## src/logic/chs_pkg.sv

```systemverilog
// Operation
// - Enabled rising status flag raises CPU interrupt
// - Status read clears the returned clear-on-read flags
// - Ready flags read-only, event driven, reset default
// - Receive ready sets when new word arrives
// - Receive ready clears on reset, clear, read
// - Transmit ready forced on reset, clear, write
// - Transmit ready means register accepts new word
// - Transfer done sets after last byte
// - Data done follows transfer done, after CRC
// - Card edge flag sets on selected edge
// - Response, read, write CRC errors flagged
// - Response timeout flag on expired response wait
// - Read timeout flag on expired data wait
// - Command done on sent or answered command
// - Busy done on release or missing busy
// - Command path independent of data path
// - Busy-expected command during transfer holds data
// - Unused flag and reserved bits read zero
// - Mask bit per flag gates its interrupt
// - Data path reset bit holds data logic
// - Edge select: off, rise, fall, both
`default_nettype none

package chs_pkg;

    // Register byte offsets
    localparam logic [15:0] CHS_OFF_CTRL   = 16'h0000;  // Host control register
    localparam logic [15:0] CHS_OFF_STATUS = 16'h0008;  // Event status register
    localparam logic [15:0] CHS_OFF_MASK   = 16'h0010;  // Event interrupt mask register
    localparam int unsigned CHS_MIN_ADDR_W = 5;         // Address bits needed for the map
    localparam int unsigned CHS_MAX_ADDR_W = 16;        // Widest address decoded

    // Status flag positions
    localparam int unsigned CHS_BIT_DATA_DONE  = 0;     // Data done
    localparam int unsigned CHS_BIT_BUSY_DONE  = 1;     // Busy done
    localparam int unsigned CHS_BIT_CMD_DONE   = 2;     // Command done
    localparam int unsigned CHS_BIT_RD_TOUT    = 3;     // Read timeout
    localparam int unsigned CHS_BIT_RSP_TOUT   = 4;     // Response timeout
    localparam int unsigned CHS_BIT_WR_CRC     = 5;     // Write CRC error
    localparam int unsigned CHS_BIT_RD_CRC     = 6;     // Read CRC error
    localparam int unsigned CHS_BIT_RSP_CRC    = 7;     // Response CRC error
    localparam int unsigned CHS_BIT_TX_READY   = 9;     // Transmit ready
    localparam int unsigned CHS_BIT_RX_READY   = 10;    // Receive ready
    localparam int unsigned CHS_BIT_EDGE       = 11;    // Card detect edge
    localparam int unsigned CHS_BIT_XFER_DONE  = 12;    // Transfer done

    // Status and mask field masks
    localparam logic [31:0] CHS_FLAG_MASK = 32'h0000_1EFF;  // Implemented flags
    localparam logic [31:0] CHS_RC_MASK   = 32'h0000_18FF;  // Clear-on-read flags

    // Control register fields
    localparam int unsigned CHS_BIT_DRST   = 0;         // Data path reset
    localparam int unsigned CHS_EDGE_LSB   = 6;         // Edge select low bit
    localparam int unsigned CHS_EDGE_MSB   = 7;         // Edge select high bit

    // Edge select encodings
    localparam logic [1:0] CHS_EDGE_OFF  = 2'h0;        // Detection disabled
    localparam logic [1:0] CHS_EDGE_RISE = 2'h1;        // Rising edges
    localparam logic [1:0] CHS_EDGE_FALL = 2'h2;        // Falling edges
    localparam logic [1:0] CHS_EDGE_BOTH = 2'h3;        // Both edges

    // Event strobes from command and data engines
    typedef struct packed {
        logic cmd_done;      // Command sent or response received
        logic busy_done;     // Busy released or not seen
        logic resp_timeout;  // Response wait expired
        logic read_timeout;  // Read data wait expired
        logic resp_crc;      // Response CRC error
        logic read_crc;      // Read data CRC error
        logic write_crc;     // Write data CRC error
        logic xfer_done;     // Last byte of transfer done
        logic data_done;     // CRC and programming finished
        logic rx_arrived;    // New word in receive register
        logic rx_read;       // Receive register read
        logic tx_write;      // Transmit register written
        logic tx_fill;       // Transmit register occupied
        logic tx_sent;       // Transmit word shifted out
    } chs_event_s;

    // Command issue strobe with options
    typedef struct packed {
        logic issue;          // Command issued this cycle
        logic data_clear;     // Data clear option
        logic busy_expected;  // Busy expected option
    } chs_cmd_s;

    // Whole block state
    typedef struct packed {
        logic        dat3_meta;   // Pin sync stage one
        logic        dat3_sync;   // Pin sync stage two
        logic        dat3_prev;   // Delayed synced level
        logic        dreset;      // Data path reset control
        logic [1:0]  edge_sel;    // Edge select field
        logic [31:0] status;      // Event status flags
        logic [31:0] mask;        // Interrupt enables
        logic        xfer_pend;   // Transfer done awaiting data done
        logic        hold;        // Data path held for busy
        logic        irq;         // Interrupt pulse
        logic        wait_req;    // Bus wait request
        logic [31:0] rdata;       // Bus read data
    } chs_state_s;

    // Reset state
    localparam chs_state_s CHS_STATE_RST = '{wait_req: 1'b1, default: '0};

endpackage : chs_pkg

`default_nettype wire

```

## src/logic/chs_event_status.sv

```systemverilog
`default_nettype none

module chs_event_status
    import chs_pkg::*;
#(
    parameter int unsigned ADDR_W = 7  // Byte address width
)
(
    input  wire logic              CLK,              // Function clock
    input  wire logic              RST_B,            // Asynchronous reset
    input  wire logic              CE,               // Clock enable
    input  wire logic [ADDR_W-1:0] AVS_ADDRESS,      // Byte address
    input  wire logic              AVS_READ,         // Read request
    input  wire logic              AVS_WRITE,        // Write request
    input  wire logic [31:0]       AVS_WRITEDATA,    // Write data
    input  wire logic [3:0]        AVS_BYTEENABLE,   // Write byte lanes
    output logic [31:0]            AVS_READDATA,     // Read data
    output logic                   AVS_WAITREQUEST,  // Bus stall
    input  wire logic              DAT3_PIN,         // Card DAT3 pin level
    input  wire chs_event_s        EVENTS,           // Engine event strobes
    input  wire chs_cmd_s          CMD,              // Command issue strobe
    input  wire logic              XFER_ACTIVE,      // Block transfer running
    output logic                   IRQ,              // Interrupt request pulse
    output logic                   DATA_PATH_RESET,  // Data logic held in reset
    output logic                   DATA_HOLD         // Data path waits for busy
);

    // Parameter range check
    if (ADDR_W < CHS_MIN_ADDR_W || ADDR_W > CHS_MAX_ADDR_W) begin : g_addr_chk
        $error("chs_event_status: ADDR_W out of range");
    end

    // Register state and its next value
    chs_state_s  st;             // Current state
    chs_state_s  next_st;        // Next state

    // Combinational helpers
    logic        req;            // Any bus request
    logic        acc;            // Request accepted this edge
    logic        adv;            // State may advance
    logic [15:0] addr;           // Widened byte address
    logic        data_clear_option;           // Command with data clear
    logic        rise;           // Synced pin rising
    logic        fall;           // Synced pin falling
    logic        edge_hit;       // Selected edge seen
    logic        data_done_ok;   // Data done allowed to set
    logic [31:0] set_vec;        // Flag set requests
    logic [31:0] clr_vec;        // Flag clear requests
    logic [31:0] rising;         // Enabled flag transitions
    logic [31:0] wr_word;        // Merged write value

    // Address match against a register offset
    function automatic logic chs_hit(input logic [15:0] a, input logic [15:0] off);
        chs_hit = (a == off);
    endfunction : chs_hit

    // Byte lane merge of write data
    function automatic logic [31:0] chs_merge(input logic [31:0] old, input logic [31:0] wd,
                                              input logic [3:0] be);
        logic [31:0] res;
        res = old;
        for (int i = 0; i < 4; i++) begin
            if (be[i]) begin
                res[i*8 +: 8] = wd[i*8 +: 8];
            end
        end
        chs_merge = res;
    endfunction : chs_merge

    // Control register as read back
    function automatic logic [31:0] chs_ctrl_word(input chs_state_s s);
        logic [31:0] w;
        w = '0;
        w[CHS_BIT_DRST] = s.dreset;
        w[CHS_EDGE_MSB:CHS_EDGE_LSB] = s.edge_sel;
        chs_ctrl_word = w;
    endfunction : chs_ctrl_word

    // Read multiplexer, unmapped reads return zero
    function automatic logic [31:0] chs_read(input logic [15:0] a, input chs_state_s s);
        logic [31:0] r;
        r = '0;
        if (chs_hit(a, CHS_OFF_CTRL)) begin
            r = chs_ctrl_word(s);
        end else if (chs_hit(a, CHS_OFF_STATUS)) begin
            r = s.status & CHS_FLAG_MASK;
        end else if (chs_hit(a, CHS_OFF_MASK)) begin
            r = s.mask & CHS_FLAG_MASK;
        end
        chs_read = r;
    endfunction : chs_read

    // Next-state logic
    always_comb begin
        next_st = st;
        addr    = 16'(AVS_ADDRESS);
        req     = AVS_READ | AVS_WRITE;
        acc     = req & ~st.wait_req;
        adv     = CE | ~st.wait_req;
        data_clear_option    = CMD.issue & CMD.data_clear;
        wr_word = '0;

        // Bus handshake: one wait cycle, then accept
        next_st.wait_req = ~(req & st.wait_req);
        if (req && st.wait_req && AVS_READ) begin
            next_st.rdata = chs_read(addr, st);  // Snapshot returned at accept
        end

        // Two-stage pin synchroniser, then delayed copy
        next_st.dat3_meta = DAT3_PIN;
        next_st.dat3_sync = st.dat3_meta;
        next_st.dat3_prev = st.dat3_sync;
        rise = st.dat3_sync & ~st.dat3_prev;
        fall = ~st.dat3_sync & st.dat3_prev;

        // Edge select decode
        unique case (st.edge_sel)
            CHS_EDGE_OFF:  edge_hit = 1'b0;
            CHS_EDGE_RISE: edge_hit = rise;
            CHS_EDGE_FALL: edge_hit = fall;
            CHS_EDGE_BOTH: edge_hit = rise | fall;
        endcase

        // Data done only once transfer done is seen
        data_done_ok = EVENTS.data_done & (st.xfer_pend | EVENTS.xfer_done);

        // Flag set sources; command events ignore data reset
        set_vec = '0;
        set_vec[CHS_BIT_CMD_DONE]  = EVENTS.cmd_done;
        set_vec[CHS_BIT_BUSY_DONE] = EVENTS.busy_done;
        set_vec[CHS_BIT_RSP_TOUT]  = EVENTS.resp_timeout;
        set_vec[CHS_BIT_RD_TOUT]   = EVENTS.read_timeout;
        set_vec[CHS_BIT_RSP_CRC]   = EVENTS.resp_crc;
        set_vec[CHS_BIT_RD_CRC]    = EVENTS.read_crc;
        set_vec[CHS_BIT_WR_CRC]    = EVENTS.write_crc;
        set_vec[CHS_BIT_XFER_DONE] = EVENTS.xfer_done & ~st.dreset;
        set_vec[CHS_BIT_DATA_DONE] = data_done_ok & ~st.dreset;
        set_vec[CHS_BIT_EDGE]      = edge_hit;
        set_vec[CHS_BIT_RX_READY]  = EVENTS.rx_arrived & ~st.dreset;
        // Transmit ready forced by reset, clear, write or word sent
        set_vec[CHS_BIT_TX_READY]  = EVENTS.tx_sent | EVENTS.tx_write
                                   | data_clear_option | st.dreset;

        // Flag clear sources
        clr_vec = '0;
        if (acc && AVS_READ && chs_hit(addr, CHS_OFF_STATUS)) begin
            clr_vec = st.rdata & CHS_RC_MASK;  // Clear only what was returned
        end
        clr_vec[CHS_BIT_RX_READY] = EVENTS.rx_read | data_clear_option | st.dreset;
        clr_vec[CHS_BIT_TX_READY] = EVENTS.tx_fill;

        // Set wins over clear; reserved bits forced low
        next_st.status = ((st.status & ~clr_vec) | set_vec) & CHS_FLAG_MASK;

        // Interrupt on enabled zero-to-one transitions, one line
        rising      = next_st.status & ~st.status & st.mask;
        next_st.irq = |rising;

        // Transfer done pending until data done
        next_st.xfer_pend = (st.xfer_pend | EVENTS.xfer_done) & ~data_done_ok & ~st.dreset;

        // Busy-expected command during transfer holds data path
        if (CMD.issue && CMD.busy_expected && XFER_ACTIVE) begin
            next_st.hold = 1'b1;
        end else if (EVENTS.busy_done || st.dreset) begin
            next_st.hold = 1'b0;
        end

        // Register writes at accept
        if (acc && AVS_WRITE) begin
            if (chs_hit(addr, CHS_OFF_CTRL)) begin
                wr_word          = chs_merge(chs_ctrl_word(st), AVS_WRITEDATA, AVS_BYTEENABLE);
                next_st.dreset   = wr_word[CHS_BIT_DRST];
                next_st.edge_sel = wr_word[CHS_EDGE_MSB:CHS_EDGE_LSB];
            end else if (chs_hit(addr, CHS_OFF_MASK)) begin
                wr_word      = chs_merge(st.mask, AVS_WRITEDATA, AVS_BYTEENABLE);
                next_st.mask = wr_word & CHS_FLAG_MASK;
            end
        end
    end

    // State register; a granted bus cycle completes even with CE low
    always_ff @(posedge CLK or negedge RST_B) begin
        if (!RST_B) begin
            st <= CHS_STATE_RST;
        end else if (adv) begin
            st <= next_st;
        end
    end

    // Outputs straight from flip-flops
    assign AVS_READDATA    = st.rdata;
    assign AVS_WAITREQUEST = st.wait_req;
    assign IRQ             = st.irq;
    assign DATA_PATH_RESET = st.dreset;
    assign DATA_HOLD       = st.hold;

    // Enabled rising flag gives interrupt pulse
    irq_rise_a : assert property (@(posedge CLK) disable iff (!RST_B)
        (adv && (|rising)) |=> IRQ)
        else $error("interrupt missing after enabled flag rise");

    // No flag interrupts while every enable is clear
    irq_masked_a : assert property (@(posedge CLK) disable iff (!RST_B)
        (adv && st.mask == '0) |=> !IRQ)
        else $error("interrupt with all enables clear");

    // Status read clears the returned clear-on-read flags
    read_clear_a : assert property (@(posedge CLK) disable iff (!RST_B)
        (acc && AVS_READ && chs_hit(addr, CHS_OFF_STATUS) && (set_vec & CHS_RC_MASK) == '0)
        |=> (st.status & $past(st.rdata) & CHS_RC_MASK) == '0)
        else $error("status flags survived a read");

    // Receive ready cleared by its clear sources
    rx_clear_a : assert property (@(posedge CLK) disable iff (!RST_B)
        (adv && (EVENTS.rx_read || data_clear_option || st.dreset) && !(EVENTS.rx_arrived && !st.dreset))
        |=> !st.status[CHS_BIT_RX_READY])
        else $error("receive ready not cleared");

    // Receive ready set on arrival
    rx_set_a : assert property (@(posedge CLK) disable iff (!RST_B)
        (adv && EVENTS.rx_arrived && !st.dreset) |=> st.status[CHS_BIT_RX_READY])
        else $error("receive ready not set");

    // Transmit ready forced by reset, clear or write
    tx_force_a : assert property (@(posedge CLK) disable iff (!RST_B)
        (adv && (EVENTS.tx_write || data_clear_option || st.dreset)) |=> st.status[CHS_BIT_TX_READY])
        else $error("transmit ready not forced");

    // Transfer done sets after last byte
    xfer_done_a : assert property (@(posedge CLK) disable iff (!RST_B)
        (adv && EVENTS.xfer_done && !st.dreset) |=> st.status[CHS_BIT_XFER_DONE])
        else $error("transfer done flag missing");

    // Data done refused without prior transfer done
    data_order_a : assert property (@(posedge CLK) disable iff (!RST_B)
        (adv && EVENTS.data_done && !st.xfer_pend && !EVENTS.xfer_done
         && !st.status[CHS_BIT_DATA_DONE]) |=> !st.status[CHS_BIT_DATA_DONE])
        else $error("data done before transfer done");

    // Selected falling card edge sets its flag
    edge_flag_a : assert property (@(posedge CLK) disable iff (!RST_B)
        (adv && st.edge_sel == CHS_EDGE_FALL && fall) |=> st.status[CHS_BIT_EDGE])
        else $error("card edge flag missing");

    // Reserved bits stay zero
    reserved_zero_a : assert property (@(posedge CLK) disable iff (!RST_B)
        (st.status & ~CHS_FLAG_MASK) == '0 && (st.mask & ~CHS_FLAG_MASK) == '0)
        else $error("reserved status bits set");

    // Busy-expected command in transfer holds data path
    busy_hold_a : assert property (@(posedge CLK) disable iff (!RST_B)
        (adv && CMD.issue && CMD.busy_expected && XFER_ACTIVE) |=> DATA_HOLD)
        else $error("data path not held for busy");

    // Command done independent of data reset
    cmd_indep_a : assert property (@(posedge CLK) disable iff (!RST_B)
        (adv && EVENTS.cmd_done && st.dreset) |=> st.status[CHS_BIT_CMD_DONE])
        else $error("command flag blocked by data reset");

    // Bus answers one cycle after a request is seen
    bus_answer_a : assert property (@(posedge CLK) disable iff (!RST_B)
        (CE && req && AVS_WAITREQUEST) |=> !AVS_WAITREQUEST ##1 AVS_WAITREQUEST)
        else $error("bus answer timing wrong");

    // Transmit fill with no set source drops transmit ready
    tx_clear_a : assert property (@(posedge CLK) disable iff (!RST_B)
        (adv && EVENTS.tx_fill && !(EVENTS.tx_sent || EVENTS.tx_write || data_clear_option || st.dreset))
        |=> !st.status[CHS_BIT_TX_READY])
        else $error("transmit ready not cleared");

    // Rising card edge sets its flag
    edge_rise_a : assert property (@(posedge CLK) disable iff (!RST_B)
        (adv && st.edge_sel == CHS_EDGE_RISE && rise) |=> st.status[CHS_BIT_EDGE])
        else $error("rising card edge missed");

    // Disabled edge select never sets the flag
    edge_off_a : assert property (@(posedge CLK) disable iff (!RST_B)
        (adv && st.edge_sel == CHS_EDGE_OFF && !st.status[CHS_BIT_EDGE])
        |=> !st.status[CHS_BIT_EDGE])
        else $error("card edge flag with detection off");

    // Each CRC error strobe sets its own flag
    crc_flags_a : assert property (@(posedge CLK) disable iff (!RST_B)
        adv |=> (st.status[CHS_BIT_RSP_CRC] || !$past(EVENTS.resp_crc))
            && (st.status[CHS_BIT_RD_CRC] || !$past(EVENTS.read_crc))
            && (st.status[CHS_BIT_WR_CRC] || !$past(EVENTS.write_crc)))
        else $error("CRC error flag missing");

    // Response wait expiry sets its flag
    rsp_tout_a : assert property (@(posedge CLK) disable iff (!RST_B)
        (adv && EVENTS.resp_timeout) |=> st.status[CHS_BIT_RSP_TOUT])
        else $error("response timeout flag missing");

    // Read data wait expiry sets its flag
    rd_tout_a : assert property (@(posedge CLK) disable iff (!RST_B)
        (adv && EVENTS.read_timeout) |=> st.status[CHS_BIT_RD_TOUT])
        else $error("read timeout flag missing");

    // Sent or answered command sets its flag
    cmd_done_a : assert property (@(posedge CLK) disable iff (!RST_B)
        (adv && EVENTS.cmd_done) |=> st.status[CHS_BIT_CMD_DONE])
        else $error("command done flag missing");

    // Busy release sets its flag
    busy_done_a : assert property (@(posedge CLK) disable iff (!RST_B)
        (adv && EVENTS.busy_done) |=> st.status[CHS_BIT_BUSY_DONE])
        else $error("busy done flag missing");

    // Busy end or data reset releases the hold
    hold_release_a : assert property (@(posedge CLK) disable iff (!RST_B)
        (adv && DATA_HOLD && (EVENTS.busy_done || st.dreset)
         && !(CMD.issue && CMD.busy_expected && XFER_ACTIVE)) |=> !DATA_HOLD)
        else $error("data path hold not released");

    // Control write sets the data path reset level
    dreset_write_a : assert property (@(posedge CLK) disable iff (!RST_B)
        (acc && AVS_WRITE && chs_hit(addr, CHS_OFF_CTRL) && AVS_BYTEENABLE[0])
        |=> DATA_PATH_RESET == $past(AVS_WRITEDATA[CHS_BIT_DRST]))
        else $error("data path reset not written");

endmodule : chs_event_status

`default_nettype wire

```

## config.mk

```make
export PLATFORM = sky130hd
export DESIGN_NAME = chs_event_status
export DESIGN_NICKNAME = d
export VERILOG_FILES = /design/src/logic/chs_pkg.sv /design/src/logic/chs_event_status.sv
export SDC_FILE = /design/constraint.sdc
export NUM_CORES = 1
export LEC_CHECK = 0
export ABC_AREA = 1
export BUFFER_PORTS_ARGS = -buffer_cell sky130_fd_sc_hd__buf_2
export CAP_MARGIN = 20
export CORE_MARGIN = 2
export CORE_UTILIZATION = 30
export CTS_BUF_LIST = sky130_fd_sc_hd__clkbuf_16
export DETAILED_ROUTE_END_ITERATION = 7
export GPL_TIMING_DRIVEN = 1
export PLACE_DENSITY = 0.52
export SLEW_MARGIN = 20
export SYNTH_ARGS = -nofsm -noshare
export SYNTH_HDL_FRONTEND = slang
export SYNTH_SLANG_ARGS = --single-unit
```

## constraint.sdc

```tcl
create_clock -name CLK -period 1.69 [get_ports CLK]
set_input_delay 0.0845 -clock CLK [delete_from_list [all_inputs] [get_ports CLK]]
set_output_delay 0.0845 -clock CLK [all_outputs]
set_load 0.05 [all_outputs]
```

==> results of run 1 <==
worst max-delay path, delay by kind of cell, from the launching register on:
family / cells / cell delay [ns]
and+or+nand+nor: 4 / 0.94
DFF: 1 / 0.40
through the flow:
step / power [mW] / worst slack [ns]
after floorplan: 1.534 / 0.2517
after global placement: 1.653 / 0.2095
after detailed placement: 1.658 / 0.2034
after CTS: 2.778 / 0.1972
after global routing: 2.880 / 0.09567
final: 2.747 / 0.2367
Yosys cell counts (3+ instances only):
| master | instances | share of area, % |
|---|---|---|
| nand2_1 | 130 | 19 |
| dfrtp_1 | 45 | 43 |
| nand3_1 | 34 | 6.5 |
| buf_4 | 32 | 9.1 |
| inv_1 | 28 | 4.0 |
| nor2_1 | 18 | 2.6 |
| o21ai_0 | 16 | 3.0 |
| a21oi_1 | 7 | 1.3 |
| inv_2 | 4 | 0.57 |
| buf_6 | 3 | 1.3 |
| o21ai_2 | 3 | 1.0 |
sequential cells by signal (all words and copies together), names as in the netlist:
register         flops
AVS_WAITREQUEST      1
IRQ                  1
AVS_READDATA        12
DATA_PATH_RESET      1
st                  28
next_st              2
DATA_HOLD            1
logic make-up after synthesis:
logic type               count (synthesis)  synth area share (%)
AO/OA/AOI/OAI                           33                 7.082
adder cells (fa/ha/maj)                  2                0.9504
buffers and inverters                   72                 15.78
flip-flops                              46                 43.77
other                                    1                0.1424
AND/OR/NAND/NOR                        195                 32.27
metal layers:
metal	part of all wire (%)	global-route usage (%)
met3	5.6	3.094
met5	0	0
met2	43	21.27
met4	1.5	3.953
met1	50	20.66
report_power, final:
group | leakage (nW) | internal (mW) | switching [mW] | total [mW]
Clock | 0.0836 | 0.693 | 0.417 | 1.11
Combinational | 1.14 | 0.120 | 0.325 | 0.445
Sequential | 0.554 | 1.15 | 0.0400 | 1.19
how the worst min path moves through the flow:
stage,startpoint,endpoint,slack [ns],cells past startpoint
floorplan,RST_B,AVS_READDATA[0],-0.21,0
global placement,RST_B,AVS_READDATA[6],0.08,2
detailed placement,RST_B,AVS_READDATA[6],0.09,2
CTS,CE,AVS_WAITREQUEST,0.002,2
global route,DAT3_PIN,next_st[104],0.02,3
finish,DAT3_PIN,next_st[104],0.006,3
cell type report:
class                      count  area [µm²]
clock buffer                   5       125.1
clock inverter                 3       40.04
fill                         951        5480
inverter                      34       128.9
multi-input combinational    250        1136
sequential                    46        1152
tap                          108       135.1
timing repair buffer          72       395.4
repair_timing:
action                                  in CTS  in global routing
endpoints found under the setup margin       0                  0
hold endpoints to repair                    46                  0
hold buffers                                 2                  0
cells in the final DEF, fill, tap and decap left out, types with 5 or more instances in the layout:
cell / netlist / final
nand2_1: 130 / 130
buf_2: 1 / 60
dfrtp_1: 45 / 45
nand3_1: 34 / 34
inv_1: 28 / 28
conb_1: 1 / 20
nor2_1: 18 / 18
o21ai_0: 16 / 16
buf_4: 32 / 10
a21oi_1: 7 / 7
clkbuf_16: 0 / 5
==> flow_metrics.py, run 1 <==
metrics = {
    "synth": {
        "syn_inst": 349,
        "yosysUniqueCellTypes": 32,
        "synth_edf_count": 0,
        "yosysWarnings": 0,
        "synth_seq_cells": 46,
        "post_synth.cell_area_avg_um2": 7.543,
        "synth-async-reset-ratio_pct": 100.0,
        "ys.flop_type": "dfrtp_1",
        "netlist_area_mm2": 0.002633,
        "synth_seq_area_share_pct": 43.77,
    },
    "detailed_routing": {
        "viasPerCell": 4.355,
        "ant_nets": 0,
        "drt_iter0_drc": 109,
        "drc": 0,
        "wire_per_inst_um": 12.63,
        "drt_first_pass_iters": 4,
        "vias": 2256,
        "totalWireLength_um": 6543,
    },
    "clocking": {
        "cts_root_buf": "clkbuf_16",
        "cts_setup_buffers": 0,
        "cts.sink_count": 46,
        "clockBufferDepth": 2,
        "numCtsBuffers": 5,
        "h-tree-depth": 2,
        "cts_tree": "yes",
        "cts_resized": 0,
        "clk_pin_slew_ns": 0.06,
        "clkLatencyLatePin_ns": 0.28,
    },
    "global_route": {
        "grt_pass1_vias": 2151,
        "grt_pass1_wl_um": 10820,
        "grt-ovfl-total": 0,
        "grt_max_degree": 28,
        "grt_use_total_pct": 14.20,
        "antenna_found_initial": 0,
    },
    "sta": {
        "whs_ns": 0.005757,
        "fin_crit_ns": 1.453,
        "fin_setup_tns_ns": 0,
        "hold_violations": 0,
        "maxSlewHeadroom_pct": 44.07,
        "setup_viol_count_final": 0,
        "min_period_over_period_pct": 86.00,
        "timing.fmax_mhz": 688.1,
        "rsz0062_at_grt": "no",
        "worst_pin_slew_ns": 0.8359,
        "clock_skew_ns": 0.002963,
        "finalMaxSlewViolations": 0,
    },
    "placed_design": {
        "place_inst": 508,
        "io_buffers": 60,
        "hpwl_um": 5015,
        "place_congestion": 0.8273,
        "place_area_mm2": 0.002928,
    },
    "cells_and_area": {
        "layout-drive-gt1-share_pct": 23.41,
        "final_util_pct": 36.23,
        "area_growth_syn_to_layout_pct": 18.25,
        "fin_cells": 518,
        "diodes": 0,
        "final_area_mm2": 0.003113,
        "num-nets-final": 478,
    },
    "power": {
        "vdd.ir_drop.worst_mv": 0.4160,
        "power.density_mw_per_mm2": 882.4,
        "power.leakage_nw": 1.778,
    },
    "setup_path": {
        "crit_path_cell_trace": "nor2_1 > nand3_1 > nand2_1 > nand2_1",
        "r2r_end": "st[79]",
        "crit_type": "reg -> reg",
        "rrSetupSlack_ns": 0.24,
        "start_kind": "register",
        "cp_slowest_cell": "nor2_1",
        "worstPathMaxFanout": 10,
        "arrival_ns": 1.63,
        "required_ns": 1.87,
        "cp-startpoint": "AVS_WAITREQUEST",
        "rr_startpoint": "AVS_WAITREQUEST",
        "cp-endpoint": "st[79]",
        "worst_path_most_repeated_cell": "nand2_1",
        "slowest_delay_ns": 0.65,
        "reg2regPathDepth": 4,
        "cp-end-kind": "register",
    },
    "floorplan": {
        "die_h_um": 97.68,
        "ios": 103,
        "coreArea_mm2": 0.008593,
        "die_width_um": 97.68,
        "core.rowCount": 34,
        "dieArea_mm2": 0.009540,
        "start_util_pct": 30.63,
    },
    "flow_run": {
        "max-cap-violations": 0,
    },
    "hold_path": {
        "hp-class": "in -> reg",
    },
    "outcome": {
        "status": "completed",
    },
}
No activity file was read; power rests on OpenSTA's default activity.
==> run 2, diff against run 1 <==
--- a/config.mk
+++ b/config.mk
@@ -13,7 +13,6 @@
 export CTS_BUF_LIST = sky130_fd_sc_hd__clkbuf_16
 export DETAILED_ROUTE_END_ITERATION = 7
 export GPL_TIMING_DRIVEN = 1
-export PLACE_DENSITY = 0.52
 export SLEW_MARGIN = 20
 export SYNTH_ARGS = -nofsm -noshare
 export SYNTH_HDL_FRONTEND = slang
==> run 2 against run 1 <==
Critical path depth is the same; wire length grew 2.1%; sequential share of layout area grew 0.10 points; via count grew 2.8%; clock skew grew 0.0035 ns; worst setup slack lost 0.00079 ns; fmax is essentially flat; worst hold slack gained 0.0033 ns; final area shrank 0.28%; final cell count is the same; non-clock buffer count is the same; critical path type unchanged.
==> flow_metrics.py, run 2 (same netlist as run 1, synthesis figures left out) <==
metrics = {
    "outcome": {
        "status": "completed",
    },
    "sta": {
        "maxSlewHeadroom_pct": 44.40,
        "fin_crit_ns": 1.454,
        "worst_pin_slew_ns": 0.8309,
        "hold_violations": 0,
        "rsz0062_at_grt": "no",
        "timing.fmax_mhz": 687.7,
        "setup_viol_count_final": 0,
        "fin_setup_tns_ns": 0,
        "clock_skew_ns": 0.006418,
        "min_period_over_period_pct": 86.04,
        "finalMaxSlewViolations": 0,
    },
    "cells_and_area": {
        "layout-drive-gt1-share_pct": 22.68,
        "final_util_pct": 36.12,
        "max_flop_register": "st",
        "area_growth_syn_to_layout_pct": 17.92,
        "layout_commonest_cell": "nand2_1",
        "nFillCells": 913,
        "largest_reg_flops": 28,
        "diodes": 0,
        "layout_common_cells": "nand2_1, buf_2, dfrtp_1, nand3_1, inv_1",
        "num-nets-final": 478,
        "final_area_mm2": 0.003104,
    },
    "floorplan": {
        "die_width_um": 97.68,
        "die_h_um": 97.68,
        "core.rowCount": 34,
        "start_util_pct": 30.63,
        "coreArea_mm2": 0.008593,
        "ios": 103,
        "dieArea_mm2": 0.009540,
    },
    "detailed_routing": {
        "drt_iter0_drc": 199,
        "ant_nets": 0,
        "drc": 0,
        "vias": 2320,
        "wire_per_inst_um": 12.90,
        "drt_first_pass_iters": 4,
        "totalWireLength_um": 6683,
        "viasPerCell": 4.479,
    },
    "setup_path": {
        "cpLargestDelayFamily": "simple AND/OR/NAND/NOR gates",
        "cp-end-kind": "register",
        "crit_path_cell_trace": "nor2_1 > nand3_1 > nand2_1 > nand2_1",
        "required_ns": 1.87,
        "start_kind": "register",
        "cp_slowest_cell": "nor2_1",
        "worstPathMaxFanout": 10,
        "slowest_delay_ns": 0.65,
        "crit_type": "reg -> reg",
        "critPathBufInv": 0,
        "arrival_ns": 1.63,
        "worst_path_most_repeated_cell": "nand2_1",
    },
    "clocking": {
        "clk_pin_slew_ns": 0.06,
        "cts_resized": 0,
        "clockBufferDepth": 2,
        "numCtsBuffers": 5,
        "cts_root_buf": "clkbuf_16",
        "cts.sink_count": 46,
        "clkLatencyLatePin_ns": 0.29,
        "cts_tree": "yes",
        "h-tree-depth": 2,
        "cts_setup_buffers": 0,
    },
    "power": {
        "power.total_mw": 2.591,
        "power.leakage_nw": 1.773,
        "power.density_mw_per_mm2": 834.7,
        "vdd.ir_drop.worst_mv": 0.3273,
    },
    "placed_design": {
        "io_buffers": 60,
        "hpwl_um": 5031,
        "place_area_mm2": 0.002925,
        "place_congestion": 0.8505,
    },
    "flow_run": {
        "max-cap-violations": 0,
    },
    "global_route": {
        "grt_use_total_pct": 14.27,
        "grt_pass1_wl_um": 10840,
        "grt_pass1_vias": 2225,
        "antenna_found_initial": 0,
        "grt_max_degree": 28,
        "grt-ovfl-total": 0,
    },
    "hold_path": {
        "hp-class": "in -> reg",
    },
}
[run 2: report_power, final]
part           internal (mW)  switching [mW]  total [mW]
clock network          0.538           0.410       0.947
logic                  0.123           0.327       0.450
registers               1.15          0.0412        1.19
total                   1.81           0.778        2.59
[run 2: stage by stage]
| stage | worst slack [ns] | hold WS (ns) | instances |
|---|---|---|---|
| finish | 0.2359 | 0.009022 | 518 |
| detailed placement | 0.2353 | 0.08325 | 506 |
| global placement | 0.2347 | 0.07226 | 506 |
| global route | 0.09404 | 0.01719 | 518 |
| CTS | 0.2223 | 0.005420 | 518 |
| floorplan | 0.2517 | -0.2111 | 368 |
[run 2: worst paths after layout]
path,startpoint,end,slack [ns],depth (start not counted)
max,AVS_WAITREQUEST,st[80],0.24,4
max in group asynchronous,RST_B,AVS_WAITREQUEST,0.79,3
max reg2reg,AVS_WAITREQUEST,st[80],0.24,4
min,AVS_WRITEDATA[9],st[45],0.009,3
min in group asynchronous,RST_B,st[101],0.30,2
min reg2reg,st[69],st[69],0.47,2
[run 2: final cells by class]
| type | instances | area [µm²] | area share, % |
|---|---|---|---|
| tap | 108 | 135.1 | 4.353 |
| timing repair buffer | 72 | 412.9 | 13.30 |
| inverter | 34 | 128.9 | 4.152 |
| clock inverter | 3 | 13.76 | 0.4434 |
| clock buffer | 5 | 125.1 | 4.031 |
| sequential | 46 | 1152 | 37.12 |
| multi-input combinational | 250 | 1136 | 36.60 |
[run 2: per-layer routing]
metal | track usage (%) | routed length (µm)
met5 | 0 | 0
met4 | 5.876 | 200
met3 | 3.309 | 400
met2 | 22.49 | 3030
met1 | 18.89 | 3051
[run 2: what timing repair did]
item	4_1_cts	5_1_grt
endpoints found under the hold margin	21	0
setup endpoints to repair	0	0
hold buffers	4	0
[run 2: tightest hold or removal path: cells and delay by family]
family,cells,cell delay (ns)
buffers and inverters,1,0.08
and+or+nand+nor,1,0.04
AOI/OAI and AO/OA,1,0.05
